==> src/shared/stwcs_defs.vh <==
`ifndef STWCS_DEFS_VH
`define STWCS_DEFS_VH

// ----------------------------------------------------------------
// control register field positions
// ----------------------------------------------------------------
`define STWCS_EN_BIT 6
`define STWCS_START_BIT 5
`define STWCS_STOP_BIT 4
`define STWCS_SI_BIT 3
`define STWCS_ACKEN_BIT 2

// ----------------------------------------------------------------
// reset values
// ----------------------------------------------------------------
`define STWCS_CTRL_RST 8'h00
`define STWCS_DIV_RST 8'h00
`define STWCS_BYTE_RST 8'h00

// ----------------------------------------------------------------
// protocol state codes
// ----------------------------------------------------------------
`define STWCS_C_IDLE 8'hF8
`define STWCS_C_START 8'h08
`define STWCS_C_RSTART 8'h10
`define STWCS_C_MW_ACK 8'h18
`define STWCS_C_MW_NACK 8'h20
`define STWCS_C_MTD_ACK 8'h28
`define STWCS_C_MTD_NACK 8'h30
`define STWCS_C_ARB_LOST 8'h38
`define STWCS_C_MR_ACK 8'h40
`define STWCS_C_MR_NACK 8'h48
`define STWCS_C_MRD_ACK 8'h50
`define STWCS_C_MRD_NACK 8'h58
`define STWCS_C_SW_ACK 8'h60
`define STWCS_C_SRD_ACK 8'h80
`define STWCS_C_SRD_NACK 8'h88
`define STWCS_C_SSTOP 8'hA0
`define STWCS_C_SR_ACK 8'hA8
`define STWCS_C_STD_ACK 8'hB8
`define STWCS_C_STD_NACK 8'hC0

// ----------------------------------------------------------------
// engine states and bit counter
// ----------------------------------------------------------------
`define STWCS_ST_IDLE 3'h0
`define STWCS_ST_START 3'h1
`define STWCS_ST_BIT 3'h2
`define STWCS_ST_HOLD 3'h3
`define STWCS_ST_STOP 3'h4
`define STWCS_ST_RSTA 3'h5
`define STWCS_BIT_FIRST 4'h0
`define STWCS_BIT_LAST_DATA 4'h7
`define STWCS_BIT_ACK 4'h8
`define STWCS_STAT_ZERO 3'h0

`endif

==> src/core/stwcs_bitrate.v <==
`timescale 1ns/1ps
// ----------------------------------------------------------------
// bit-rate divider
// ----------------------------------------------------------------
module stwcs_bitrate (
    input wire core_clk_i,
    input wire reset_i,
    input wire run_i,
    input wire [7:0] divisor_i,
    output reg tick_o,
    output reg half_o
);

    reg [7:0] count_r;

    always @(posedge core_clk_i) begin
        if (reset_i || !run_i) begin
            count_r <= divisor_i;
            tick_o <= 1'b0;
            half_o <= 1'b0;
        end else begin
            // one period per terminal count, then reload
            tick_o <= (count_r == 8'h00);
            half_o <= (count_r == {1'b0, divisor_i[7:1]});
            if (count_r == 8'h00) begin
                count_r <= divisor_i;
            end else begin
                count_r <= count_r - 8'h01;
            end
        end
    end

endmodule

==> src/core/stwcs_core.v <==
`timescale 1ns/1ps
`include "stwcs_defs.vh"
// How it works
// - control register readable, writable; hardware alters two bits
// - enable bit switches the engine on, off
// - start request enters master, starts when free
// - master stop request sends stop, self-clears
// - slave stop request returns to not addressed
// - stop request forced zero while disabled
// - new state sets flag; interrupt needs both enables
// - ack bit one drives data low on ack
// - ack bit zero leaves data high on ack
// - state register: code in upper five bits
// - state field holds one of 19 codes
// - idle code means nothing pending; others flag
// - state valid one cycle after flag edges
// - master bit rate is clock over divisor plus one
// - slave ignores divisor, follows master clock
module stwcs_core (
    input wire core_clk_i,
    input wire reset_i,
    input wire ctrl_wr_i,
    input wire [7:0] ctrl_wdata_i,
    input wire divisor_wr_i,
    input wire [7:0] divisor_wdata_i,
    input wire [7:0] tx_byte_i,
    input wire [6:0] own_addr_i,
    input wire global_irq_enable_i,
    input wire serial_irq_enable_i,
    input wire sda_i,
    input wire scl_i,
    output reg [7:0] serial_two_wire_control_o,
    output reg [7:0] serial_two_wire_state_o,
    output reg [7:0] bit_rate_divisor_o,
    output reg [7:0] rx_byte_o,
    output reg irq_o,
    output reg sda_o,
    output reg sda_oe_o,
    output reg scl_o,
    output reg scl_oe_o
);

    // ------------------------------------------------------------
    // state
    // ------------------------------------------------------------
    reg enable_r;
    reg start_req_r;
    reg stop_req_r;
    reg si_r;
    reg ack_en_r;
    reg si_q_r;
    reg [7:0] code_r;
    reg [7:0] state_code_r;
    reg [7:0] divisor_r;
    reg [2:0] st_r;
    reg master_r;
    reg xmit_r;
    reg addr_ph_r;
    reg ack_r;
    reg ack_seen_r;
    reg last_r;
    reg busy_r;
    reg [3:0] bitcnt_r;
    reg [7:0] shreg_r;
    reg sda_q_r;
    reg scl_q_r;
    wire tick;
    wire half;
    wire start_det;
    wire stop_det;
    wire scl_rise;
    wire scl_fall;
    wire rw_bit;

    assign start_det = scl_i & scl_q_r & sda_q_r & ~sda_i;
    assign stop_det = scl_i & scl_q_r & ~sda_q_r & sda_i;
    assign scl_rise = scl_i & ~scl_q_r;
    assign scl_fall = ~scl_i & scl_q_r;
    assign rw_bit = shreg_r[0];

    // ------------------------------------------------------------
    // bit-rate divider, master only
    // ------------------------------------------------------------
    // divider idles in slave mode so the divisor has no effect
    stwcs_bitrate u_bitrate (
        .core_clk_i(core_clk_i),
        .reset_i(reset_i),
        .run_i(master_r),
        .divisor_i(divisor_r),
        .tick_o(tick),
        .half_o(half)
    );

    // ------------------------------------------------------------
    // registered outputs
    // ------------------------------------------------------------
    always @(posedge core_clk_i) begin
        if (reset_i) begin
            serial_two_wire_control_o <= `STWCS_CTRL_RST;
            serial_two_wire_state_o <= `STWCS_C_IDLE;
            bit_rate_divisor_o <= `STWCS_DIV_RST;
            rx_byte_o <= `STWCS_BYTE_RST;
            irq_o <= 1'b0;
            // open drain: the pins only ever pull low
            sda_o <= 1'b0;
            scl_o <= 1'b0;
        end else begin
            serial_two_wire_control_o <= `STWCS_CTRL_RST;
            serial_two_wire_control_o[`STWCS_EN_BIT] <= enable_r;
            serial_two_wire_control_o[`STWCS_START_BIT] <= start_req_r;
            serial_two_wire_control_o[`STWCS_STOP_BIT] <= stop_req_r;
            serial_two_wire_control_o[`STWCS_SI_BIT] <= si_r;
            serial_two_wire_control_o[`STWCS_ACKEN_BIT] <= ack_en_r;
            serial_two_wire_state_o <=
                {state_code_r[7:3], `STWCS_STAT_ZERO};
            bit_rate_divisor_o <= divisor_r;
            rx_byte_o <= shreg_r;
            irq_o <= si_r & global_irq_enable_i &
                serial_irq_enable_i;
        end
    end

    // ------------------------------------------------------------
    // control, state code and engine
    // ------------------------------------------------------------
    // later assignments in this block override earlier ones, so a
    // hardware flag set in the same cycle as a clear write wins
    always @(posedge core_clk_i) begin
        if (reset_i) begin
            enable_r <= 1'b0;
            start_req_r <= 1'b0;
            stop_req_r <= 1'b0;
            si_r <= 1'b0;
            ack_en_r <= 1'b0;
            si_q_r <= 1'b0;
            code_r <= `STWCS_C_IDLE;
            state_code_r <= `STWCS_C_IDLE;
            divisor_r <= `STWCS_DIV_RST;
            st_r <= `STWCS_ST_IDLE;
            master_r <= 1'b0;
            xmit_r <= 1'b0;
            addr_ph_r <= 1'b0;
            ack_r <= 1'b0;
            ack_seen_r <= 1'b0;
            last_r <= 1'b0;
            busy_r <= 1'b0;
            bitcnt_r <= `STWCS_BIT_FIRST;
            shreg_r <= `STWCS_BYTE_RST;
            sda_q_r <= 1'b1;
            scl_q_r <= 1'b1;
            sda_oe_o <= 1'b0;
            scl_oe_o <= 1'b0;
        end else begin
            sda_q_r <= sda_i;
            scl_q_r <= scl_i;
            si_q_r <= si_r;
            if (divisor_wr_i) begin
                divisor_r <= divisor_wdata_i;
            end
            if (ctrl_wr_i) begin
                enable_r <= ctrl_wdata_i[`STWCS_EN_BIT];
                start_req_r <= ctrl_wdata_i[`STWCS_START_BIT];
                // a stop written together with enable low never lands
                stop_req_r <= ctrl_wdata_i[`STWCS_STOP_BIT] &
                    ctrl_wdata_i[`STWCS_EN_BIT];
                ack_en_r <= ctrl_wdata_i[`STWCS_ACKEN_BIT];
                if (!ctrl_wdata_i[`STWCS_SI_BIT]) begin
                    si_r <= 1'b0;
                end
            end
            // code lands one cycle after the flag rises, idle code
            // one cycle after it falls
            if (si_r && !si_q_r) begin
                state_code_r <= code_r;
            end else if (!si_r && si_q_r) begin
                state_code_r <= `STWCS_C_IDLE;
            end
            if (start_det) begin
                busy_r <= 1'b1;
            end else if (stop_det) begin
                busy_r <= 1'b0;
            end
            if (!enable_r) begin
                st_r <= `STWCS_ST_IDLE;
                master_r <= 1'b0;
                sda_oe_o <= 1'b0;
                scl_oe_o <= 1'b0;
                stop_req_r <= 1'b0;
            end else if (!master_r && stop_det &&
                         st_r != `STWCS_ST_IDLE) begin
                st_r <= `STWCS_ST_IDLE;
                sda_oe_o <= 1'b0;
                scl_oe_o <= 1'b0;
                si_r <= 1'b1;
                code_r <= `STWCS_C_SSTOP;
            end else if (!master_r && start_det) begin
                // own address is listened for on every start
                st_r <= `STWCS_ST_BIT;
                xmit_r <= 1'b0;
                addr_ph_r <= 1'b1;
                last_r <= 1'b0;
                bitcnt_r <= `STWCS_BIT_FIRST;
                ack_r <= ack_en_r;
                sda_oe_o <= 1'b0;
                scl_oe_o <= 1'b0;
            end else begin
                case (st_r)
                `STWCS_ST_IDLE: begin
                    sda_oe_o <= 1'b0;
                    scl_oe_o <= 1'b0;
                    if (start_req_r && !busy_r && !si_r) begin
                        master_r <= 1'b1;
                        st_r <= `STWCS_ST_START;
                        sda_oe_o <= 1'b1;
                    end
                end
                `STWCS_ST_START: begin
                    if (tick) begin
                        scl_oe_o <= 1'b1;
                        addr_ph_r <= 1'b1;
                        last_r <= 1'b0;
                        st_r <= `STWCS_ST_HOLD;
                        si_r <= 1'b1;
                        code_r <= `STWCS_C_START;
                    end
                end
                `STWCS_ST_RSTA: begin
                    if (scl_oe_o && half) begin
                        scl_oe_o <= 1'b0;
                    end else if (!scl_oe_o && scl_i && tick) begin
                        if (sda_oe_o) begin
                            scl_oe_o <= 1'b1;
                            addr_ph_r <= 1'b1;
                            st_r <= `STWCS_ST_HOLD;
                            si_r <= 1'b1;
                            code_r <= `STWCS_C_RSTART;
                        end else begin
                            sda_oe_o <= 1'b1;
                        end
                    end
                end
                `STWCS_ST_STOP: begin
                    if (scl_oe_o && half) begin
                        scl_oe_o <= 1'b0;
                    end else if (!scl_oe_o && scl_i && tick) begin
                        sda_oe_o <= 1'b0;
                    end
                    if (stop_det) begin
                        stop_req_r <= 1'b0;
                        master_r <= 1'b0;
                        st_r <= `STWCS_ST_IDLE;
                    end
                end
                `STWCS_ST_HOLD: begin
                    // clock held low while software services the flag
                    scl_oe_o <= 1'b1;
                    if (!si_r) begin
                        if (stop_req_r && master_r) begin
                            st_r <= `STWCS_ST_STOP;
                            sda_oe_o <= 1'b1;
                        end else if (stop_req_r || last_r) begin
                            stop_req_r <= 1'b0;
                            st_r <= `STWCS_ST_IDLE;
                            sda_oe_o <= 1'b0;
                            scl_oe_o <= 1'b0;
                        end else if (master_r && start_req_r) begin
                            st_r <= `STWCS_ST_RSTA;
                            sda_oe_o <= 1'b0;
                        end else begin
                            st_r <= `STWCS_ST_BIT;
                            bitcnt_r <= `STWCS_BIT_FIRST;
                            ack_r <= ack_en_r;
                            scl_oe_o <= master_r;
                            if ((master_r && addr_ph_r) || xmit_r) begin
                                xmit_r <= 1'b1;
                                shreg_r <= tx_byte_i;
                                sda_oe_o <= ~tx_byte_i[7];
                            end else begin
                                sda_oe_o <= 1'b0;
                            end
                        end
                    end
                end
                `STWCS_ST_BIT: begin
                    if (master_r) begin
                        if (scl_oe_o && half) begin
                            scl_oe_o <= 1'b0;
                        end else if (!scl_oe_o && scl_i && tick) begin
                            scl_oe_o <= 1'b1;
                        end
                    end
                    if (scl_rise) begin
                        if (bitcnt_r != `STWCS_BIT_ACK) begin
                            shreg_r <= {shreg_r[6:0], sda_i};
                            if (master_r && xmit_r && !sda_oe_o &&
                                !sda_i) begin
                                master_r <= 1'b0;
                                st_r <= `STWCS_ST_IDLE;
                                sda_oe_o <= 1'b0;
                                scl_oe_o <= 1'b0;
                                si_r <= 1'b1;
                                code_r <= `STWCS_C_ARB_LOST;
                            end
                        end else begin
                            ack_seen_r <= ~sda_i;
                        end
                    end else if (scl_fall) begin
                        if (bitcnt_r < `STWCS_BIT_LAST_DATA) begin
                            bitcnt_r <= bitcnt_r + 4'h1;
                            sda_oe_o <= xmit_r & ~shreg_r[7];
                        end else if (bitcnt_r == `STWCS_BIT_LAST_DATA) begin
                            bitcnt_r <= `STWCS_BIT_ACK;
                            if (!master_r && addr_ph_r) begin
                                if (shreg_r[7:1] == own_addr_i && ack_r) begin
                                    sda_oe_o <= 1'b1;
                                end else begin
                                    st_r <= `STWCS_ST_IDLE;
                                    sda_oe_o <= 1'b0;
                                end
                            end else begin
                                sda_oe_o <= ~xmit_r & ack_r;
                            end
                        end else begin
                            sda_oe_o <= 1'b0;
                            scl_oe_o <= 1'b1;
                            st_r <= `STWCS_ST_HOLD;
                            addr_ph_r <= 1'b0;
                            si_r <= 1'b1;
                            if (master_r && addr_ph_r) begin
                                xmit_r <= ~rw_bit;
                                if (rw_bit) begin
                                    code_r <= ack_seen_r ?
                                        `STWCS_C_MR_ACK : `STWCS_C_MR_NACK;
                                end else begin
                                    code_r <= ack_seen_r ?
                                        `STWCS_C_MW_ACK : `STWCS_C_MW_NACK;
                                end
                            end else if (master_r) begin
                                if (xmit_r) begin
                                    code_r <= ack_seen_r ?
                                        `STWCS_C_MTD_ACK : `STWCS_C_MTD_NACK;
                                end else begin
                                    code_r <= ack_r ?
                                        `STWCS_C_MRD_ACK : `STWCS_C_MRD_NACK;
                                end
                            end else if (addr_ph_r) begin
                                xmit_r <= rw_bit;
                                code_r <= rw_bit ?
                                    `STWCS_C_SR_ACK : `STWCS_C_SW_ACK;
                            end else if (xmit_r) begin
                                last_r <= ~ack_seen_r;
                                code_r <= ack_seen_r ?
                                    `STWCS_C_STD_ACK : `STWCS_C_STD_NACK;
                            end else begin
                                last_r <= ~ack_r;
                                code_r <= ack_r ?
                                    `STWCS_C_SRD_ACK : `STWCS_C_SRD_NACK;
                            end
                        end
                    end
                end
                default: begin
                    st_r <= `STWCS_ST_IDLE;
                end
                endcase
            end
        end
    end

endmodule

==> config.mk <==
export PLATFORM = sky130hd
export DESIGN_NAME = stwcs_core
export DESIGN_NICKNAME = d
export VERILOG_FILES = /design/src/core/stwcs_bitrate.v /design/src/core/stwcs_core.v
export VERILOG_INCLUDE_DIRS = /design/src /design/src/shared
export SDC_FILE = /design/constraint.sdc
export NUM_CORES = 1
export LEC_CHECK = 0
export BUFFER_PORTS_ARGS = -buffer_cell sky130_fd_sc_hd__buf_2
export CAP_MARGIN = 0
export CORE_UTILIZATION = 40
export CTS_BUF_LIST = sky130_fd_sc_hd__clkbuf_8 sky130_fd_sc_hd__clkbuf_16
export CTS_CLUSTER_SIZE = 20
export DETAILED_ROUTE_END_ITERATION = 16
export GPL_TIMING_DRIVEN = 0
export PLACE_DENSITY = 0.57
export REMOVE_ABC_BUFFERS = 1
export SYNTH_ARGS = -nofsm -noshare
export SYNTH_HDL_FRONTEND = slang
export SYNTH_SLANG_ARGS = --single-unit
export TNS_END_PERCENT = 100
==> constraint.sdc <==
create_clock -name core_clk_i -period 2.55 [get_ports core_clk_i]
set_input_delay 0.3825 -clock core_clk_i [delete_from_list [all_inputs] [get_ports core_clk_i]]
set_output_delay 0.3825 -clock core_clk_i [all_outputs]
set_load 0.02 [all_outputs]
Word-level counts from Yosys, hierarchy flattened
Index checks and enable logic that the tools add are counted.
{"block": "totals", "memories": 0, "latchBits": 0, "word_cells": 369, "ram_bits": 0, "rom_bits": 0, "out_inout_bits": 37, "input_bits": 39, "regBits": 99}
{"block": "op_classes", "mul": 0, "n_reduce_logical": 58, "mux": 173, "shift": 0, "eq_ne": 75, "magnitude_cmp": 1, "div": 0, "n_bitwise": 26, "add_sub_neg": 2}
{"op": "$mux 8", "n": 27}
{"op": "$mux 1", "n": 97}
{"op": "$ne 3x3->1 const B", "n": 26}
{"op": "$ne 4x4->1 const B", "n": 15}
{"op": "$mux 3", "n": 18}
{"op": "$mux 4", "n": 12}
{"op": "$ne 2x2->1 const B", "n": 20}
{"op": "$reduce_and 11->1", "n": 3}
{"op": "$mux 7", "n": 4}
{"op": "$reduce_and 13->1", "n": 2}
{"op": "$pmux 8 s3", "n": 1}
{"op": "$logic_and 1x1->1", "n": 18}
{"op": "$pmux 3 s6", "n": 1}
{"op": "$pmux 8 s2", "n": 1}
{"op": "$not 1->1", "n": 14}
{"op": "$reduce_and 14->1", "n": 1}
{"op": "$and 1x1->1", "n": 12}
{"op": "$reduce_and 12->1", "n": 1}
{"op": "$reduce_bool 3->1", "n": 4}
{"op": "$ne 5x5->1 const B", "n": 2}
{"op": "$reduce_and 10->1", "n": 1}
{"op": "$pmux 1 s3", "n": 3}
{"op": "$reduce_and 9->1", "n": 1}
{"op": "$eq 8x7->1", "n": 1}
{"op": "other kinds (32)", "n": 50}

Longest topological paths before layout
{"block": "logic_depth", "depth_word": 12, "ltp_mapped": 9, "ltp_nobuf": 8}

Cells and area by module
Synthesis repeated with hierarchy kept, for this count alone.
{"block": "unflattened", "cells_unflattened": 515, "area_unflattened_um2": 4476.8}
{"module": "stwcs_core", "seq_area_each_um2": 1521.5, "cells_each": 452, "n_inst": 1, "area_per_inst_um2": 3921.3}
{"module": "stwcs_bitrate", "seq_area_each_um2": 200.2, "cells_each": 63, "n_inst": 1, "area_per_inst_um2": 555.5}

Least setup slack after synthesis
OpenSTA, ideal clock, no wires.
{"block": "synth_path", "path_kind": "input-to-reg", "startpoint": "in scl_i", "endpoint": "reg bitcnt_r[1]", "setup_ps": 65, "stages": 9, "arrival_ps": 2041, "path_buffers": 2, "setup_slack_ps": 443, "path_cell_list": "ha_1 > and4bb_2 > buf_2 > o22ai_1 > a211oi_1 > nor2b_1 > buf_2 > mux2_2 > nor2_1"}
{"block": "synth_via", "elab_chain_cells": 7, "elab_cells_between_ends": 22}
{"item": "from (decl)", "line": "stwcs_core.v:31", "text": "input wire scl_i,"}
{"item": "branches (longest 7 deep; another with $reduce_and 10->1)"}
{"item": "to (signal assigned)", "line": "stwcs_core.v:202", "text": "bitcnt_r <= `STWCS_BIT_FIRST;"}
{"item": "to (signal assigned)", "line": "stwcs_core.v:271", "text": "bitcnt_r <= `STWCS_BIT_FIRST;"}
{"item": "to (signal assigned)", "line": "stwcs_core.v:309", "text": "bitcnt_r <= bitcnt_r + 4'h1;"}
{"item": "to (decl)", "line": "stwcs_core.v:63", "text": "reg [3:0] bitcnt_r;"}
Parallel ways; which one is timed is not known.
A chain may end at the register's enable or synchronous reset.

Final worst setup path
{"block": "layout_path", "startpoint": "reg scl_q_r", "endpoint": "reg bitcnt_r[1]"}
{"block": "layout_via", "elab_chain_cells": 7, "elab_cells_between_ends": 22}
{"item": "from (decl)", "line": "stwcs_core.v:66", "text": "reg scl_q_r;"}
{"item": "from (signal assigned)", "line": "stwcs_core.v:155", "text": "scl_q_r <= scl_i;"}
{"item": "branches (longest 7 deep; another with $reduce_and 10->1)"}
Parallel ways; which one is timed is not known.

==> flow_metrics.py <==
metrics = {
    "outcome": {
        "outcome": "finished clean",
    },
    "cells_and_area": {
        "synthToLayoutAreaGrowth_pct": 12.3,
        "drive_above_1_share_pct": 19.5,
        "instances_no_fill": 715,
        "multiInputGateArea_mm2": 0.00247,
        "ff_latch_area_mm2": 0.00173,
        "fin_nets": 624,
        "diodes": 0,
        "fill_cells": 1059,
    },
    "die": {
        "start_util_pct": 41.9,
        "die_h_um": 107,
        "design.portCount": 76,
        "fp-row-count": 37,
        "core_area_mm2": 0.0105,
        "die-area_mm2": 0.0114,
        "die_w_um": 107,
    },
    "critical_path": {
        "crit_chain": "ha_1 -> and4bb_4 -> o22ai_1 -> a211oi_2 -> nor2b_2 -> mux2_2 -> nor2_1",
        "worst_ep_arrival_time_ps": 2610,
        "cp-start-kind": "register",
        "critPathKind": "reg2reg",
        "worstPathRequired_ps": 2840,
        "cp-end-kind": "register",
        "setup.worst_path.start": "scl_q_r",
        "worst_path_max_delay_cell": "dfxtp_1",
        "path_max_fanout": 10,
        "critPathMaxStageDelay_ps": 360,
        "r2r_start": "scl_q_r",
    },
    "cts": {
        "htree_levels": 3,
        "cts_made_buffers": 9,
        "cts_root_buf": "clkbuf_8",
        "insertion_delay_ps": 360,
        "postCtsHoldBufs": 0,
        "cts.clk_slew.worst_paths_ps": 80,
        "clock_sink_count": 86,
        "cts_tree": "yes",
        "cts_buffer_depth": 2,
    },
    "global_routing": {
        "grt_pass1_wl_mm": 17.0,
        "grt_usage_pct": 18.9,
        "overflow": 0,
        "grt_pass1_vias": 3535,
        "grt_max_degree": 70,
        "antenna_found_initial": 0,
    },
    "synthesis": {
        "synth_area_mm2": 0.00440,
        "async_flop_share_pct": 0,
        "syn_inst": 530,
        "ys_seq_area_share_pct": 39.1,
        "ys_warn_count": 0,
        "synth_seq_cells": 86,
        "synth-edff-count": 0,
        "synth_area_leaders": "dfxtp_1, nor2_1, nand2_1",
        "yosys.area.top_type": "dfxtp_1",
        "yosys_most_used_dff": "dfxtp_1",
        "yosysTopAreaCellShare_pct": 39.1,
        "avgSynthCellArea_um2": 8.30,
        "yosysUniqueCellTypes": 62,
    },
    "pwr": {
        "combPwrFrac_pct": 10.1,
        "power_leakage_uw": 0.00191,
        "total_power_uw": 2500,
        "seq_power_share_pct": 56.5,
        "p_int_uw": 1850,
        "ir_drop_uv": 323,
        "powerDensity_mw_per_mm2": 506,
        "clkPwrFrac_pct": 33.4,
        "power_switching_uw": 647,
        "switching_share_pct": 25.9,
    },
    "worst_hold_path": {
        "worst_hold_path_type": "in2reg",
        "min_from": "global_irq_enable_i",
    },
    "placed_design": {
        "pre_cts_slack_ps": -250,
        "place_hpwl_mm": 7.30,
        "dp_cells": 698,
        "routabilityCongestion": 0.873,
        "port_buffers": 64,
    },
    "timing": {
        "hold_violations": 0,
        "setup_viol": 0,
        "fin_crit_ps": 2320,
        "tightest_slew_ps": 1170,
        "whs_ps": 248,
        "finClkSkew_ps": 6.38,
        "rsz0062_at_grt": "false",
        "relSlewSlack_pct": 22.0,
        "slew_violations": 0,
        "fmax_mhz": 431,
        "min_period_over_period_pct": 90.9,
        "setup_ws_ps": 231,
    },
    "routing": {
        "vias": 3788,
        "vias_per_cell": 5.30,
        "drtPass1Iterations": 4,
        "ant_nets": 0,
        "drc": 0,
        "first_iter_violations": 218,
        "routedWlPerCell_um": 14.4,
        "drt_wl_total_mm": 10.3,
    },
    "job": {
        "max_cap_violations": 0,
    },
}
[cells by family (layout without fill, tap and decap cells)]
kind of cell | count (synthesis) | count (layout) | share of synthesized area [%]
simple gates | 221 | 221 | 25.6
compound gates | 112 | 112 | 17.1
flops | 86 | 86 | 39.1
buf+inv | 57 | 99 | 5.97
xor+xnor | 22 | 22 | 4.38
mux | 20 | 20 | 4.61
fa+ha+maj | 11 | 11 | 3.13
other cells | 1 | 8 | 0.0852
[layout make-up]
class / count / area share [%]
clock buffer: 10 / 2.79
timing repair buffer: 65 / 6.89
tap: 136 / 3.45
sequential: 86 / 35.0
multi-input combinational: 394 / 49.9
inverter: 18 / 1.37
clock inverter: 6 / 0.608
[timing repair]
item                       4_1_cts  5_1_grt
gates resized for setup          7        3
buffers inserted                 1        0
setup endpoints to repair       21       10
pin swaps                        1        0
[cell usage after synthesis, drive strengths merged (2+ instances only)]
cell,count
mux2,2
a211oi,6
a21oi,35
o21a,2
o22ai,6
o211ai,3
a311oi,10
inv,18
nand3b,4
and3b,2
a21boi,2
buf,16
a21o,2
clkbuf,23
nor4,3
and3,3
a221oi,3
nor3,8
dfxtp,86
nor2,67
or3,2
xnor2,20
o21ai,20
nor2b,27
xor2,2
nor3b,2
a22oi,3
or2,16
nor4b,2
and4bb,2
o31ai,4
nand4,8
a221o,3
a31oi,6
mux2i,18
nand2,51
nand2b,9
ha,11
nand3,11
[path summary, 6_finish.rpt]
check / to / slack, ps / cells after the start
max: bitcnt_r[1] / 230 / 7
min: irq_o / 250 / 2
max reg2reg: bitcnt_r[1] / 230 / 7
min reg2reg: code_r[6] / 440 / 2
[layer usage]
layer | up-vias | routed length [um] | GRT usage (%)
met4 | 0 | 226 | 7.24
met5 | - | 0 | 0
met3 | 16 | 547 | 4.68
li1 | 1913 | - | -
met2 | 115 | 5020 | 32.0
met1 | 1744 | 4490 | 22.9
[power groups by stage]
stage                     clock network, uW  logic (uW)  registers, uW
after floorplan                           0         154           1440
after global placement                    0         248           1440
after detailed placement                  0         251           1440
after CTS                               874         253           1410
after global routing                    939         282           1420
final                                   834         253           1410
[through the flow]
step,util [%],instance area (um^2),TNS [ps]
floorplan,-,4230,0
global placement,44.9,4720,-3700
detailed placement,44.9,4720,-3080
CTS,46.9,4920,0
global route,47.0,4940,0
finish,47.0,4940,0
[sequential cells by signal, summed over array words and instances, names as in the netlist, 3 cells and up]
signal / cells
bit_rate_divisor_o: 8
divisor_r: 8
rx_byte_o: 8
shreg_r: 8
u_bitrate.count_r: 8
code_r: 5
serial_two_wire_control_o: 5
serial_two_wire_state_o: 5
state_code_r: 5
bitcnt_r: 4
st_r: 3
[critical path, delay by kind of cell, from the launching register on]
family | cells | cell delay [ps]
adders and majority gates | 1 | 230
AOI/OAI and AO/OA | 2 | 490
muxes | 1 | 360
and+or+nand+nor | 3 | 790
DFF | 1 | 360
[cell usage in the layout (no fill, tap or decap), types with 9 or more instances in the layout]
cell and n:
or2_2 14, nand2_1 51, nor2b_1 26, mux2i_1 18, xnor2_1 20, a311oi_1 9
buf_2 64, a21oi_1 35, inv_1 20, o21ai_0 19, ha_1 11, nor2_1 67
clkbuf_8 10, nand2b_1 9, dfxtp_1 82, nand3_1 11
No activity file was read; power rests on OpenSTA's default activity.
